--- src/core/pcd_pkg.sv ---
// Package: register map, field layout, reset values and carrier types for pin change detect
//------------------------------------------------------------
// Notes on behaviour
// RULE1 - Port B pins 7..4 rising enable arms rising detection; clear disables it.
// RULE2 - Port B pins 7..4 falling enable arms falling detection; clear disables it.
// RULE3 - Port B flag sets on enabled rising or enabled falling edge of its pin.
// RULE4 - Port B bits 3..0 of enables and flags read zero, writes ignored.
// RULE5 - Each port C pin 7..0 has a rising enable arming rising detection.
// RULE6 - Each port C pin 7..0 has a falling enable arming falling detection.
// RULE7 - Port C flag sets on enabled rising or enabled falling edge of its pin.
// RULE8 - Any enabled edge setting a pin flag also sets the summary flag.
// RULE9 - Pin flags set by hardware stay set until software writes zero.
// RULE10 - All enables and flags reset to zero on every reset.
// RULE11 - Hardware sets flags independently of software writes to the register.
// RULE12 - Master enable cleared: detection and flags continue, no interrupt raised; code still drives irqOut from irqStat and irqMask.
// RULE13 - Summary flag is the OR of all pin change flags.
// RULE14 - Edge during a clearing write leaves the flag set.
// RULE15 - With master enable, a change raises wake; flags updated before wake.
// RULE16 - Pins synchronised to clock; current versus previous sample gives edge pulses; code gives an edge only once stages two and three agree.
// RULE17 - Small variant: port B and port C pins 7,6 bits read zero, never set.
//------------------------------------------------------------
package pcd_pkg;
	localparam int DATA_W = 32;
	localparam int PORT_W = 8;
	localparam logic [11:0] OFF_B_RISE = 12'h000;
	localparam logic [11:0] OFF_B_FALL = 12'h004;
	localparam logic [11:0] OFF_B_FLAG = 12'h008;
	localparam logic [11:0] OFF_C_RISE = 12'h00C;
	localparam logic [11:0] OFF_C_FALL = 12'h010;
	localparam logic [11:0] OFF_C_FLAG = 12'h014;
	localparam logic [11:0] OFF_CTRL = 12'h018;
	localparam logic [11:0] OFF_IRQ_STAT = 12'h01C;
	localparam logic [11:0] OFF_IRQ_MASK = 12'h020;
	localparam int CTRL_MIE_BIT = 0;
	localparam int CTRL_SUM_BIT = 1;
	localparam logic [7:0] B_IMPL_MASK = 8'hF0;
	localparam logic [7:0] C_IMPL_MASK = 8'hFF;
	localparam logic [7:0] SMALL_C_MASK = 8'h3F;
	localparam logic [7:0] REG_RESET = 8'h00;
	localparam int IRQ_B_BIT = 0;
	localparam int IRQ_C_BIT = 1;
	localparam logic [1:0] RESP_OKAY = 2'h0;
	localparam logic [1:0] RESP_SLVERR = 2'h2;

	typedef struct packed {
		logic [7:0] riseEn;
		logic [7:0] fallEn;
		logic [7:0] flags;
	} pcd_port_t;
endpackage

--- src/core/pcd_sync_edge.sv ---
// Module: three-stage pin synchroniser with rise and fall pulse outputs
`timescale 1ns/1ps
module pcd_sync_edge
	import pcd_pkg::*;
(
	// Clock and reset
	input wire logic core_clk,
	input wire logic rst,
	// Pins and pulses
	input wire logic [PORT_W-1:0] pinIn,
	output logic [PORT_W-1:0] risePulse,
	output logic [PORT_W-1:0] fallPulse
);
	typedef struct packed {
		logic [PORT_W-1:0] s1;
		logic [PORT_W-1:0] s2;
		logic [PORT_W-1:0] s3;
		logic [PORT_W-1:0] lvl;
		logic [1:0] fill;
	} pcd_sync_t;
	pcd_sync_t state_r, state_nxt;
	logic [PORT_W-1:0] agree;
	logic primed;

	// A pin level counts only once stages two and three agree
	assign agree = ~(state_r.s2 ^ state_r.s3);
	assign primed = (state_r.fill == 2'h3);

	// Shift chain; s1 only feeds s2 to keep metastability contained
	always_comb begin
		state_nxt = state_r;
		state_nxt.s1 = pinIn;
		state_nxt.s2 = state_r.s1;
		state_nxt.s3 = state_r.s2;
		// While the chain fills, the level loads from stage two, so a pin that is
		// already high at reset release gives no false edge
		if (!primed) begin
			state_nxt.fill = state_r.fill + 2'h1;
			state_nxt.lvl = state_r.s2;
		end else begin
			state_nxt.lvl = (agree & state_r.s3) | (~agree & state_r.lvl);
		end
	end

	always_ff @(posedge core_clk or posedge rst) begin
		if (rst) begin
			state_r <= '0;
		end else begin
			state_r <= state_nxt;
		end
	end

	// An agreed level that differs from the held one is one edge, one cycle long [RULE16]
	assign risePulse = primed ? (agree & state_r.s3 & ~state_r.lvl) : '0; // [RULE16]
	assign fallPulse = primed ? (agree & ~state_r.s3 & state_r.lvl) : '0; // [RULE16]

	a_rise_one_cycle: assert property (@(posedge core_clk) disable iff (rst) // [RULE16]
		|risePulse |=> ((risePulse & $past(risePulse)) == '0))
		else $error("rise pulse lasted more than one cycle");
endmodule

--- src/core/pcd_port.sv ---
// Module: one port of enables and hardware-set flags
`timescale 1ns/1ps
module pcd_port
	import pcd_pkg::*;
(
	// Clock and reset
	input wire logic core_clk,
	input wire logic rst,
	// Bit mask of pins that exist
	input wire logic [PORT_W-1:0] implMask,
	// Software writes
	input wire logic wrRise,
	input wire logic wrFall,
	input wire logic wrFlag,
	input wire logic [PORT_W-1:0] wrData,
	// Edge pulses
	input wire logic [PORT_W-1:0] risePulse,
	input wire logic [PORT_W-1:0] fallPulse,
	// State
	output pcd_port_t portState,
	output logic setAny
);
	pcd_port_t state_r, state_nxt;
	logic [PORT_W-1:0] hit;

	// Enabled edges on existing pins only [RULE3] [RULE7] [RULE17]
	assign hit = implMask & ((risePulse & state_r.riseEn) | (fallPulse & state_r.fallEn));
	assign setAny = |hit;

	always_comb begin
		state_nxt = state_r;
		if (wrRise) begin
			state_nxt.riseEn = wrData & implMask; // [RULE1] [RULE5] [RULE4]
		end
		if (wrFall) begin
			state_nxt.fallEn = wrData & implMask; // [RULE2] [RULE6] [RULE4]
		end
		if (wrFlag) begin
			state_nxt.flags = wrData & implMask; // [RULE9]
		end
		// Set wins over a same-cycle clearing write [RULE11] [RULE14]
		state_nxt.flags = (state_nxt.flags | hit) & implMask;
		state_nxt.riseEn = state_nxt.riseEn & implMask;
		state_nxt.fallEn = state_nxt.fallEn & implMask;
	end

	always_ff @(posedge core_clk or posedge rst) begin
		if (rst) begin
			state_r <= '0; // [RULE10]
		end else begin
			state_r <= state_nxt;
		end
	end

	assign portState = state_r;

	a_flag_set_wins: assert property (@(posedge core_clk) disable iff (rst) // [RULE14]
		|hit |=> ((state_r.flags & $past(hit)) == $past(hit)))
		else $error("edge lost against flag write");
	a_flag_sticky: assert property (@(posedge core_clk) disable iff (rst) // [RULE9]
		!wrFlag |=> ((state_r.flags & $past(state_r.flags)) == $past(state_r.flags)))
		else $error("flag dropped without write");
	a_unimpl_zero: assert property (@(posedge core_clk) disable iff (rst) // [RULE4]
		((state_r.flags | state_r.riseEn | state_r.fallEn) & ~implMask) == '0)
		else $error("unimplemented bit set");
	a_disabled_no_set: assert property (@(posedge core_clk) disable iff (rst) // [RULE1]
		(!wrFlag && (state_r.riseEn | state_r.fallEn) == '0)
		|=> state_r.flags == $past(state_r.flags))
		else $error("flag set with edges disabled");
endmodule

--- src/core/pcd_top.sv ---
// Module: pin change detect for ports B and C with AXI4-Lite register access
`timescale 1ns/1ps
module pcd_top
	import pcd_pkg::*;
(
	// Clock and reset
	input wire logic core_clk,
	input wire logic rst,
	// Variant strap: high selects the small variant without port B and C pins 7,6
	input wire logic smallVariant,
	// Pins
	input wire logic [PORT_W-1:0] port_b_pin,
	input wire logic [PORT_W-1:0] port_c_pin,
	// AXI4-Lite write address
	input wire logic [11:0] s_axi_awaddr,
	input wire logic s_axi_awvalid,
	output logic s_axi_awready,
	// AXI4-Lite write data
	input wire logic [DATA_W-1:0] s_axi_wdata,
	input wire logic [3:0] s_axi_wstrb,
	input wire logic s_axi_wvalid,
	output logic s_axi_wready,
	// AXI4-Lite write response
	output logic [1:0] s_axi_bresp,
	output logic s_axi_bvalid,
	input wire logic s_axi_bready,
	// AXI4-Lite read address
	input wire logic [11:0] s_axi_araddr,
	input wire logic s_axi_arvalid,
	output logic s_axi_arready,
	// AXI4-Lite read data
	output logic [DATA_W-1:0] s_axi_rdata,
	output logic [1:0] s_axi_rresp,
	output logic s_axi_rvalid,
	input wire logic s_axi_rready,
	// Interrupt and wake
	output logic changeIrq,
	output logic wakeReq,
	output logic irqOut
);
	//------------------------------------------------------------
	// State
	//------------------------------------------------------------
	typedef struct packed {
		logic haveAw;
		logic haveW;
		logic [11:0] awAddr;
		logic [7:0] wData;
		logic wLane0;
		logic bValid;
		logic [1:0] bResp;
		logic rValid;
		logic [DATA_W-1:0] rData;
		logic [1:0] rResp;
		logic mie;
		logic [1:0] irqStat;
		logic [1:0] irqMask;
		logic strapSmall;
		logic strapDone;
	} pcd_top_t;
	pcd_top_t state_r, state_nxt;

	logic [PORT_W-1:0] bRise, bFall, cRise, cFall;
	logic [PORT_W-1:0] bMask, cMask;
	logic bSet, cSet;
	pcd_port_t bState, cState;
	logic wrGo;
	logic wrB0, wrB1, wrB2, wrC0, wrC1, wrC2;
	logic summary;

	// True when the address names a mapped register
	function automatic logic addrMapped(input logic [11:0] a);
		return (a == OFF_B_RISE) || (a == OFF_B_FALL) || (a == OFF_B_FLAG) ||
			(a == OFF_C_RISE) || (a == OFF_C_FALL) || (a == OFF_C_FLAG) ||
			(a == OFF_CTRL) || (a == OFF_IRQ_STAT) || (a == OFF_IRQ_MASK);
	endfunction

	//------------------------------------------------------------
	// Pin synchronisers and ports
	//------------------------------------------------------------
	pcd_sync_edge u_sync_b (
		.core_clk(core_clk),
		.rst(rst),
		.pinIn(port_b_pin),
		.risePulse(bRise),
		.fallPulse(bFall)
	);
	pcd_sync_edge u_sync_c (
		.core_clk(core_clk),
		.rst(rst),
		.pinIn(port_c_pin),
		.risePulse(cRise),
		.fallPulse(cFall)
	);

	// Small variant drops port B entirely and port C pins 7,6 [RULE17]
	assign bMask = state_r.strapSmall ? 8'h00 : B_IMPL_MASK; // [RULE17] [RULE4]
	assign cMask = state_r.strapSmall ? SMALL_C_MASK : C_IMPL_MASK; // [RULE17]

	// A write lands once address and data are both held and the lane 0 strobe is on
	assign wrGo = state_r.haveAw && state_r.haveW && !state_r.bValid;
	assign wrB0 = wrGo && state_r.wLane0 && state_r.awAddr == OFF_B_RISE;
	assign wrB1 = wrGo && state_r.wLane0 && state_r.awAddr == OFF_B_FALL;
	assign wrB2 = wrGo && state_r.wLane0 && state_r.awAddr == OFF_B_FLAG;
	assign wrC0 = wrGo && state_r.wLane0 && state_r.awAddr == OFF_C_RISE;
	assign wrC1 = wrGo && state_r.wLane0 && state_r.awAddr == OFF_C_FALL;
	assign wrC2 = wrGo && state_r.wLane0 && state_r.awAddr == OFF_C_FLAG;

	pcd_port u_port_b (
		.core_clk(core_clk),
		.rst(rst),
		.implMask(bMask),
		.wrRise(wrB0),
		.wrFall(wrB1),
		.wrFlag(wrB2),
		.wrData(state_r.wData),
		.risePulse(bRise),
		.fallPulse(bFall),
		.portState(bState),
		.setAny(bSet)
	);
	pcd_port u_port_c (
		.core_clk(core_clk),
		.rst(rst),
		.implMask(cMask),
		.wrRise(wrC0),
		.wrFall(wrC1),
		.wrFlag(wrC2),
		.wrData(state_r.wData),
		.risePulse(cRise),
		.fallPulse(cFall),
		.portState(cState),
		.setAny(cSet)
	);

	// Summary is the OR of every pin flag, so it follows sets and clears [RULE8] [RULE13]
	assign summary = (|bState.flags) | (|cState.flags); // [RULE13]

	//------------------------------------------------------------
	// Bus slave and control
	//------------------------------------------------------------
	always_comb begin
		state_nxt = state_r;
		// Strap caught once after reset release
		if (!state_r.strapDone) begin
			state_nxt.strapSmall = smallVariant;
			state_nxt.strapDone = 1'b1;
		end
		// Write address and data accepted in either order
		if (s_axi_awvalid && !state_r.haveAw) begin
			state_nxt.haveAw = 1'b1;
			state_nxt.awAddr = {s_axi_awaddr[11:2], 2'b00};
		end
		if (s_axi_wvalid && !state_r.haveW) begin
			state_nxt.haveW = 1'b1;
			state_nxt.wData = s_axi_wdata[7:0];
			state_nxt.wLane0 = s_axi_wstrb[0];
		end
		// Event sticky bits; a same-cycle write-one clear loses to the set
		if (wrGo) begin
			state_nxt.haveAw = 1'b0;
			state_nxt.haveW = 1'b0;
			state_nxt.bValid = 1'b1;
			state_nxt.bResp = addrMapped(state_r.awAddr) ? RESP_OKAY : RESP_SLVERR;
			if (state_r.wLane0 && state_r.awAddr == OFF_CTRL) begin
				state_nxt.mie = state_r.wData[CTRL_MIE_BIT];
			end
			if (state_r.wLane0 && state_r.awAddr == OFF_IRQ_STAT) begin
				state_nxt.irqStat = state_r.irqStat & ~state_r.wData[1:0];
			end
			if (state_r.wLane0 && state_r.awAddr == OFF_IRQ_MASK) begin
				state_nxt.irqMask = state_r.wData[1:0];
			end
		end
		if (bSet) begin
			state_nxt.irqStat[IRQ_B_BIT] = 1'b1;
		end
		if (cSet) begin
			state_nxt.irqStat[IRQ_C_BIT] = 1'b1;
		end
		if (state_r.bValid && s_axi_bready) begin
			state_nxt.bValid = 1'b0;
		end
		// Read: one cycle from address to data
		if (s_axi_arvalid && !state_r.rValid) begin
			state_nxt.rValid = 1'b1;
			state_nxt.rResp = addrMapped(s_axi_araddr) ? RESP_OKAY : RESP_SLVERR;
			unique case ({s_axi_araddr[11:2], 2'b00})
				OFF_B_RISE: state_nxt.rData = {24'h000000, bState.riseEn};
				OFF_B_FALL: state_nxt.rData = {24'h000000, bState.fallEn};
				OFF_B_FLAG: state_nxt.rData = {24'h000000, bState.flags};
				OFF_C_RISE: state_nxt.rData = {24'h000000, cState.riseEn};
				OFF_C_FALL: state_nxt.rData = {24'h000000, cState.fallEn};
				OFF_C_FLAG: state_nxt.rData = {24'h000000, cState.flags};
				OFF_CTRL: state_nxt.rData = {30'h0, summary, state_r.mie};
				OFF_IRQ_STAT: state_nxt.rData = {30'h0, state_r.irqStat};
				OFF_IRQ_MASK: state_nxt.rData = {30'h0, state_r.irqMask};
				default: state_nxt.rData = 32'h00000000;
			endcase
		end else if (state_r.rValid && s_axi_rready) begin
			state_nxt.rValid = 1'b0;
		end
	end

	always_ff @(posedge core_clk or posedge rst) begin
		if (rst) begin
			state_r <= '0; // [RULE10]
		end else begin
			state_r <= state_nxt;
		end
	end

	//------------------------------------------------------------
	// Bus outputs
	//------------------------------------------------------------
	assign s_axi_awready = !state_r.haveAw;
	assign s_axi_wready = !state_r.haveW;
	assign s_axi_bvalid = state_r.bValid;
	assign s_axi_bresp = state_r.bResp;
	assign s_axi_arready = !state_r.rValid;
	assign s_axi_rvalid = state_r.rValid;
	assign s_axi_rdata = state_r.rData;
	assign s_axi_rresp = state_r.rResp;

	// Master enable gates only the request, never detection [RULE12] [RULE15]
	assign changeIrq = state_r.mie & summary; // [RULE12]
	assign wakeReq = state_r.mie & summary; // [RULE15]
	assign irqOut = |(state_r.irqStat & state_r.irqMask);

	//------------------------------------------------------------
	// Checks
	//------------------------------------------------------------
	// Summary and master enable
	a_summary_or: assert property (@(posedge core_clk) disable iff (rst) // [RULE8]
		(bSet || cSet) |=> summary)
		else $error("summary not set after edge");
	a_mie_gates: assert property (@(posedge core_clk) disable iff (rst) // [RULE12]
		!state_r.mie |-> !changeIrq)
		else $error("interrupt raised with master enable off");
	a_irq_follows: assert property (@(posedge core_clk) disable iff (rst) // [RULE15]
		(state_r.mie && summary) |-> (changeIrq && wakeReq))
		else $error("wake or interrupt missing");
	a_summary_clear: assert property (@(posedge core_clk) disable iff (rst) // [RULE13]
		(bState.flags == '0 && cState.flags == '0) |-> !summary)
		else $error("summary set without flags");

	// Enabled edges land on their own flag bit, not merely on some flag
	a_b_edge_sets: assert property (@(posedge core_clk) disable iff (rst) // [RULE3]
		(|(bRise & bState.riseEn & bMask))
		|=> ((bState.flags & $past(bRise & bState.riseEn & bMask))
			== $past(bRise & bState.riseEn & bMask)))
		else $error("port B rising edge lost");
	a_b_fall_sets: assert property (@(posedge core_clk) disable iff (rst) // [RULE3]
		(|(bFall & bState.fallEn & bMask))
		|=> ((bState.flags & $past(bFall & bState.fallEn & bMask))
			== $past(bFall & bState.fallEn & bMask)))
		else $error("port B falling edge lost");
	a_c_edge_sets: assert property (@(posedge core_clk) disable iff (rst) // [RULE7]
		(|(cFall & cState.fallEn & cMask))
		|=> ((cState.flags & $past(cFall & cState.fallEn & cMask))
			== $past(cFall & cState.fallEn & cMask)))
		else $error("port C falling edge lost");
	a_c_rise_sets: assert property (@(posedge core_clk) disable iff (rst) // [RULE7]
		(|(cRise & cState.riseEn & cMask))
		|=> ((cState.flags & $past(cRise & cState.riseEn & cMask))
			== $past(cRise & cState.riseEn & cMask)))
		else $error("port C rising edge lost");

	// Register writes, event status and variant masking
	a_b_rise_reg: assert property (@(posedge core_clk) disable iff (rst) // [RULE1]
		wrB0 |=> (bState.riseEn == $past(state_r.wData & bMask)))
		else $error("port B rise enable write wrong");
	a_c_fall_reg: assert property (@(posedge core_clk) disable iff (rst) // [RULE6]
		wrC1 |=> (cState.fallEn == $past(state_r.wData & cMask)))
		else $error("port C fall enable write wrong");
	a_b_low_dark: assert property (@(posedge core_clk) disable iff (rst) // [RULE4]
		((bState.flags | bState.riseEn | bState.fallEn) & ~B_IMPL_MASK) == 8'h00)
		else $error("port B low bit set");
	a_strap_fixed: assert property (@(posedge core_clk) disable iff (rst) // [RULE17]
		state_r.strapDone |=> $stable(state_r.strapSmall))
		else $error("variant strap changed after capture");
	a_small_b_dark: assert property (@(posedge core_clk) disable iff (rst) // [RULE17]
		state_r.strapSmall |-> (bState == '0))
		else $error("port B active on small variant");
	a_small_c_dark: assert property (@(posedge core_clk) disable iff (rst) // [RULE17]
		state_r.strapSmall |-> (((cState.flags | cState.riseEn | cState.fallEn) & ~SMALL_C_MASK) == 8'h00))
		else $error("port C upper pins active on small variant");
	a_mie_write: assert property (@(posedge core_clk) disable iff (rst)
		(wrGo && state_r.wLane0 && state_r.awAddr == OFF_CTRL)
		|=> (state_r.mie == $past(state_r.wData[CTRL_MIE_BIT])))
		else $error("master enable write lost");
	a_stat_b_set: assert property (@(posedge core_clk) disable iff (rst) // [RULE11]
		bSet |=> state_r.irqStat[IRQ_B_BIT])
		else $error("port B event status not set");
	a_stat_c_set: assert property (@(posedge core_clk) disable iff (rst) // [RULE11]
		cSet |=> state_r.irqStat[IRQ_C_BIT])
		else $error("port C event status not set");
	a_stat_w1c: assert property (@(posedge core_clk) disable iff (rst)
		(wrGo && state_r.wLane0 && state_r.awAddr == OFF_IRQ_STAT && !bSet && !cSet)
		|=> ((state_r.irqStat & $past(state_r.wData[1:0])) == 2'h0))
		else $error("event status not cleared by write one");

	// Bus answers
	a_read_one_cycle: assert property (@(posedge core_clk) disable iff (rst)
		(s_axi_arvalid && s_axi_arready) |=> s_axi_rvalid)
		else $error("read data late");
	a_write_answers: assert property (@(posedge core_clk) disable iff (rst)
		wrGo |=> s_axi_bvalid)
		else $error("write response missing");
	a_wr_unmapped: assert property (@(posedge core_clk) disable iff (rst)
		(wrGo && !addrMapped(state_r.awAddr)) |=> (s_axi_bresp == RESP_SLVERR))
		else $error("unmapped write not refused");
	a_rd_unmapped: assert property (@(posedge core_clk) disable iff (rst)
		(s_axi_arvalid && s_axi_arready && !addrMapped(s_axi_araddr))
		|=> (s_axi_rresp == RESP_SLVERR && s_axi_rdata == 32'h00000000))
		else $error("unmapped read not refused");

	c_b_flag: cover property (@(posedge core_clk) disable iff (rst) bSet);
	c_c_flag: cover property (@(posedge core_clk) disable iff (rst) cSet);
	c_wake: cover property (@(posedge core_clk) disable iff (rst) $rose(wakeReq));
	c_set_wins: cover property (@(posedge core_clk) disable iff (rst) wrC2 && cSet);
	c_irq_out: cover property (@(posedge core_clk) disable iff (rst) $rose(irqOut));
endmodule

--- config.mk ---
export PLATFORM = sky130hd
export DESIGN_NAME = pcd_top
export DESIGN_NICKNAME = d
export VERILOG_FILES = /design/src/core/pcd_pkg.sv /design/src/core/pcd_sync_edge.sv /design/src/core/pcd_port.sv /design/src/core/pcd_top.sv
export SDC_FILE = /design/constraint.sdc
export NUM_CORES = 1
export LEC_CHECK = 0
export BUFFER_PORTS_ARGS = -buffer_cell sky130_fd_sc_hd__buf_2
export CORE_AREA = 2 2 124 126
export CTS_CLUSTER_DIAMETER = 30
export DETAILED_ROUTE_END_ITERATION = 8
export DIE_AREA = 0 0 126 128
export PLACE_DENSITY = 0.76
export SYNTH_ARGS = -nofsm -noshare
export SYNTH_HDL_FRONTEND = slang
export SYNTH_HIERARCHICAL = 1
export SYNTH_SLANG_ARGS = --single-unit
--- constraint.sdc ---
create_clock -name core_clk -period 4.1 [get_ports core_clk]
set_input_delay 0.41 -clock core_clk [delete_from_list [all_inputs] [get_ports core_clk]]
set_output_delay 0.41 -clock core_clk [all_outputs]
set_load 0.03 [all_outputs]
==> run summary <==
The run finished with clean final reports. The maximum clock frequency came out at 0.3482 GHz. The worst max-slew margin expressed relative to the limit came out at between 20% and 30%. In this run, the clock network consumes 39.3% of the power. The per-cell via count in the routed design came out at roughly 5.3. The critical path buffer and inverter count is 1.

The cell sitting at the root of the clock tree is a clkbuf_16. The cell area after synthesis came out at between 0.007 and 0.008 sq mm. The detailed router finished its first iteration with around 310 violations. The clock sink count is about 160. Measured along the y axis, the die boundary spans roughly 130 um. The clock network latency to the later pin of the worst-skew pair is around 0.43 ns. TritonCTS built the clock tree. The part of the total power dissipated in sequential elements came out at approximately 48%. The post-synthesis cell type count is 53.

In the final routed layout, each cell accounts on average for ~17 um. The power density relative to cell area is about 460 mW/mm^2. The final layout contains between 800 and 900 nets. Adding up every negative setup slack in the final design gives 0 ns.

The final worst clock skew came out at 0.01039 ns. The number of placed I/O pins came out at roughly 130. After clock tree synthesis, the repair step resized 0 gates.

The number of maximum-capacitance violations is 0. During placement, the flow inserted port buffers numbering 72. The weighted congestion reported at the end of routability-driven placement came out at between 0.8 and 0.9.

The first global-routing pass estimated about 27 mm of wire. The critical path required time came out at between 4 and 5 ns. The standard cell core area came out at 0.01486 sq mm. The most instantiated library cell after synthesis is dfrtp_1. Across the VDD grid, the largest voltage drop is approximately 0.28 mV.

The initial cell density of the core came out at about 53%. The average cell area after synthesis came out at between 10 and 15 sq um. The detailed router placed 5157 vias in this run. The cell type of the slowest stage on the worst timing path is or4_1. Sorting the synthesized cells by how often they occur yields dfrtp_1, mux2i_1, inv_1. The combinational fraction of design power came out at between 10% and 20%. In this run the worst path has a maximum fanout of 8. The number of synthesized flops with an enable pin is 0. Broken down by cell family, the worst path's largest delay share belongs to simple AND/OR/NAND/NOR gates. The critical path is of the reg2reg type. The clock tree buffer depth came out at 2. Clock-pin slew was measured on the worst setup and hold paths at ~0.070 ns.

At the pin with the least slew margin, the transition time is about 1.1 ns. The share of synthesized registers carrying an async set or reset is 100.0%. The HPWL after detailed placement came out at approximately 12 mm.

The die covers 0.01613 sq mm. The number of antenna violations at the first check in global routing was 0. The post-route DRC violation count is 0. In this run the worst hold path is classified as in2async. The share of layout cells above drive strength 1 came out at 22.24%. Global routing finished with a remaining overflow of 0. The total routing resource utilization after global routing is a little over a fifth. The count of cells in the finished layout, fillers not included, comes to 975.

The total area of multi-input combinational cells is 0.003548 sq mm. Synthesis produced a netlist whose cell count is approximately 670. The worst setup path is launched from a flip-flop. STA classifies the critical path endpoint as a flip-flop. In this run, post-CTS hold repair placed 0 buffers. The leakage component of the power is around 4.3 nW. The die outline width is approximately 130 um.

The post-CTS setup buffer count is 0. The worst path in the final design needs a cycle of approximately 2.9 ns, including I/O delays and setup. In this run the remaining antenna-violating nets after routing total 0.

Setup repair after global routing left no endpoint under its margin. Summed over all nets, the switching power comes to 1.177 mW. The area fraction of the dominant cell type after synthesis is approximately 50%. The iteration count of the initial detailed-routing pass is 4. The post-route clock period utilization is between 70% and 80%.

The total of warnings raised by yosys came out at 6. The maximum level of the CTS H-tree came out at 4. The portion of the post-synthesis area used by sequential elements came out at approximately 50%.

The fraction of power spent switching nets is roughly 29%. Sorting the synthesized cells by area gives the leading types as dfrtp_1, mux2i_1, ha_1. The signal on the critical path passes through or4_1 -> nor4_1 -> nand2b_1 -> nor3b_1 -> buf_4 -> mux2_4 -> o21a_1.

The maximum number of pins on one net before global-route repair came out at 41. The routed wire length is approximately 16 mm. The via count of the first global-routing pass came to 5486.

The count of fill cells added during filler insertion came out at between 1000 and 1500. The number of placed cells counting well taps is roughly 940. The post-route worst hold slack is around 0.0008 ns. dfrtp_1 takes more of the synthesized area than any other cell. The number of placement rows came out at 45. The cell-internal power is 2.871 mW. The synthesized design contains roughly 160 register bits. Setup violations remaining at the end of the flow were counted as 0. The final antenna diode count came out at 0. The hold violation count in the final report is 0. The area overhead of the layout relative to synthesis came out at 13.98%. The register area is between 0.003 and 0.004 sq mm.

The total clock buffers created by CTS is 17. The most used flip-flop cell after synthesis is dfrtp_1. The final number of max-transition violations came out at 0. The largest incremental delay on the critical path is 0.57 ns.

Data arrives at the worst endpoint at 3.18 ns.
## cell type report
type / instances / area share, %
Multi-Input combinational cell: 472 / 39.88
Sequential cell: 156 / 43.88
Clock inverter: 15 / 1.983
Clock buffer: 17 / 4.781
Timing Repair Buffer: 83 / 4.978
Tap cell: 188 / 2.644
Inverter: 44 / 1.856
## stage by stage
stage                     power [mW]  worst slack [ns]  util, %  cell area, sq um
after detailed placement       2.492             1.290    55.81              8295
after global placement         2.454             1.331    55.81              8295
after CTS                      4.088             1.239    59.86              8897
final                          4.049             1.228    59.86              8897
after floorplan                2.310             1.675        -              8050
after global routing           4.226             1.097    59.86              8897
## worst register-to-register path, delay by kind of cell (launching register included)
family	cells	cell delay [ns]
DFF	1	0.38
and+or+nand+nor	4	1.60
buffers and inverters	1	0.28
AOI/OAI and AO/OA	1	0.17
muxes	1	0.32
## final timing paths
check	slack (ns)	startpoint	end	cells after the start
min in group core_clk	0.08	port_c_pin[1]	u_sync_c/state_nxt[19]$_DFF_PP0_	1
worst min-delay path	0.0008	rst	async pin	2
worst max register to register	1.23	state_r[60]$_DFFE_PP0P_	u_port_b/portState[5]$_DFF_PP0_	7
worst max-delay path	1.23	state_r[60]$_DFFE_PP0P_	u_port_b/portState[5]$_DFF_PP0_	7
max in group asynchronous	3.24	rst	u_port_b/portState[18]$_DFF_PP0_	2
worst min register to register	0.35	u_sync_c/state_nxt[20]$_DFF_PP0_	u_sync_c/state_nxt[12]$_DFF_PP0_	0
## layout by cell type, fill, tap and decap left out, types with 9 or more instances in the layout
| cell | netlist | layout |
|---|---|---|
| buf_4 | 38 | 11 |
| a22o_1 | 18 | 18 |
| dfrtp_1 | 156 | 156 |
| mux2_4 | 18 | 18 |
| mux2i_1 | 54 | 54 |
| and3_1 | 18 | 18 |
| nor3_1 | 9 | 9 |
| inv_1 | 44 | 44 |
| o21ai_0 | 9 | 9 |
| conb_1 | 2 | 67 |
| a21oi_1 | 16 | 16 |
| ha_1 | 36 | 36 |
| a22oi_1 | 9 | 9 |
| buf_2 | 7 | 72 |
| nand2_1 | 27 | 27 |
| nor2b_1 | 36 | 36 |
| clkbuf_16 | 0 | 17 |
| o21a_1 | 18 | 18 |
| mux2_2 | 32 | 32 |
| nor2_1 | 31 | 31 |
| nor4_1 | 9 | 9 |
## layer usage
layer	part of all wire, %	track usage [%]	up-vias
li1	-	-	2451
met1	43	27.10	2517
met2	49	36.08	156
met3	5.6	5.175	33
met4	2.7	9.308	0
met5	0	0	-
## logic make-up (layout without fill, tap and decap cells)
| kind of cell | count (synthesis) | after routing | share of synthesized area, % |
|---|---|---|---|
| flops | 156 | 156 | 50.01 |
| buf+inv | 103 | 159 | 7.661 |
| compound gates | 92 | 92 | 8.623 |
| fa+ha+maj | 36 | 36 | 5.770 |
| xor+xnor | 2 | 2 | 0.2244 |
| other cells | 2 | 67 | 0.09621 |
| mux | 107 | 107 | 15.87 |
| simple gates | 168 | 168 | 11.75 |
## power groups by stage
stage / Combinational, mW / Sequential (mW) / Clock, mW
global route: 0.591 / 1.95 / 1.68
global placement: 0.516 / 1.94 / 0
CTS: 0.541 / 1.92 / 1.62
detailed placement: 0.540 / 1.95 / 0
finish: 0.535 / 1.92 / 1.59
floorplan: 0.429 / 1.88 / 0
Power figures use the tool's default switching activity.
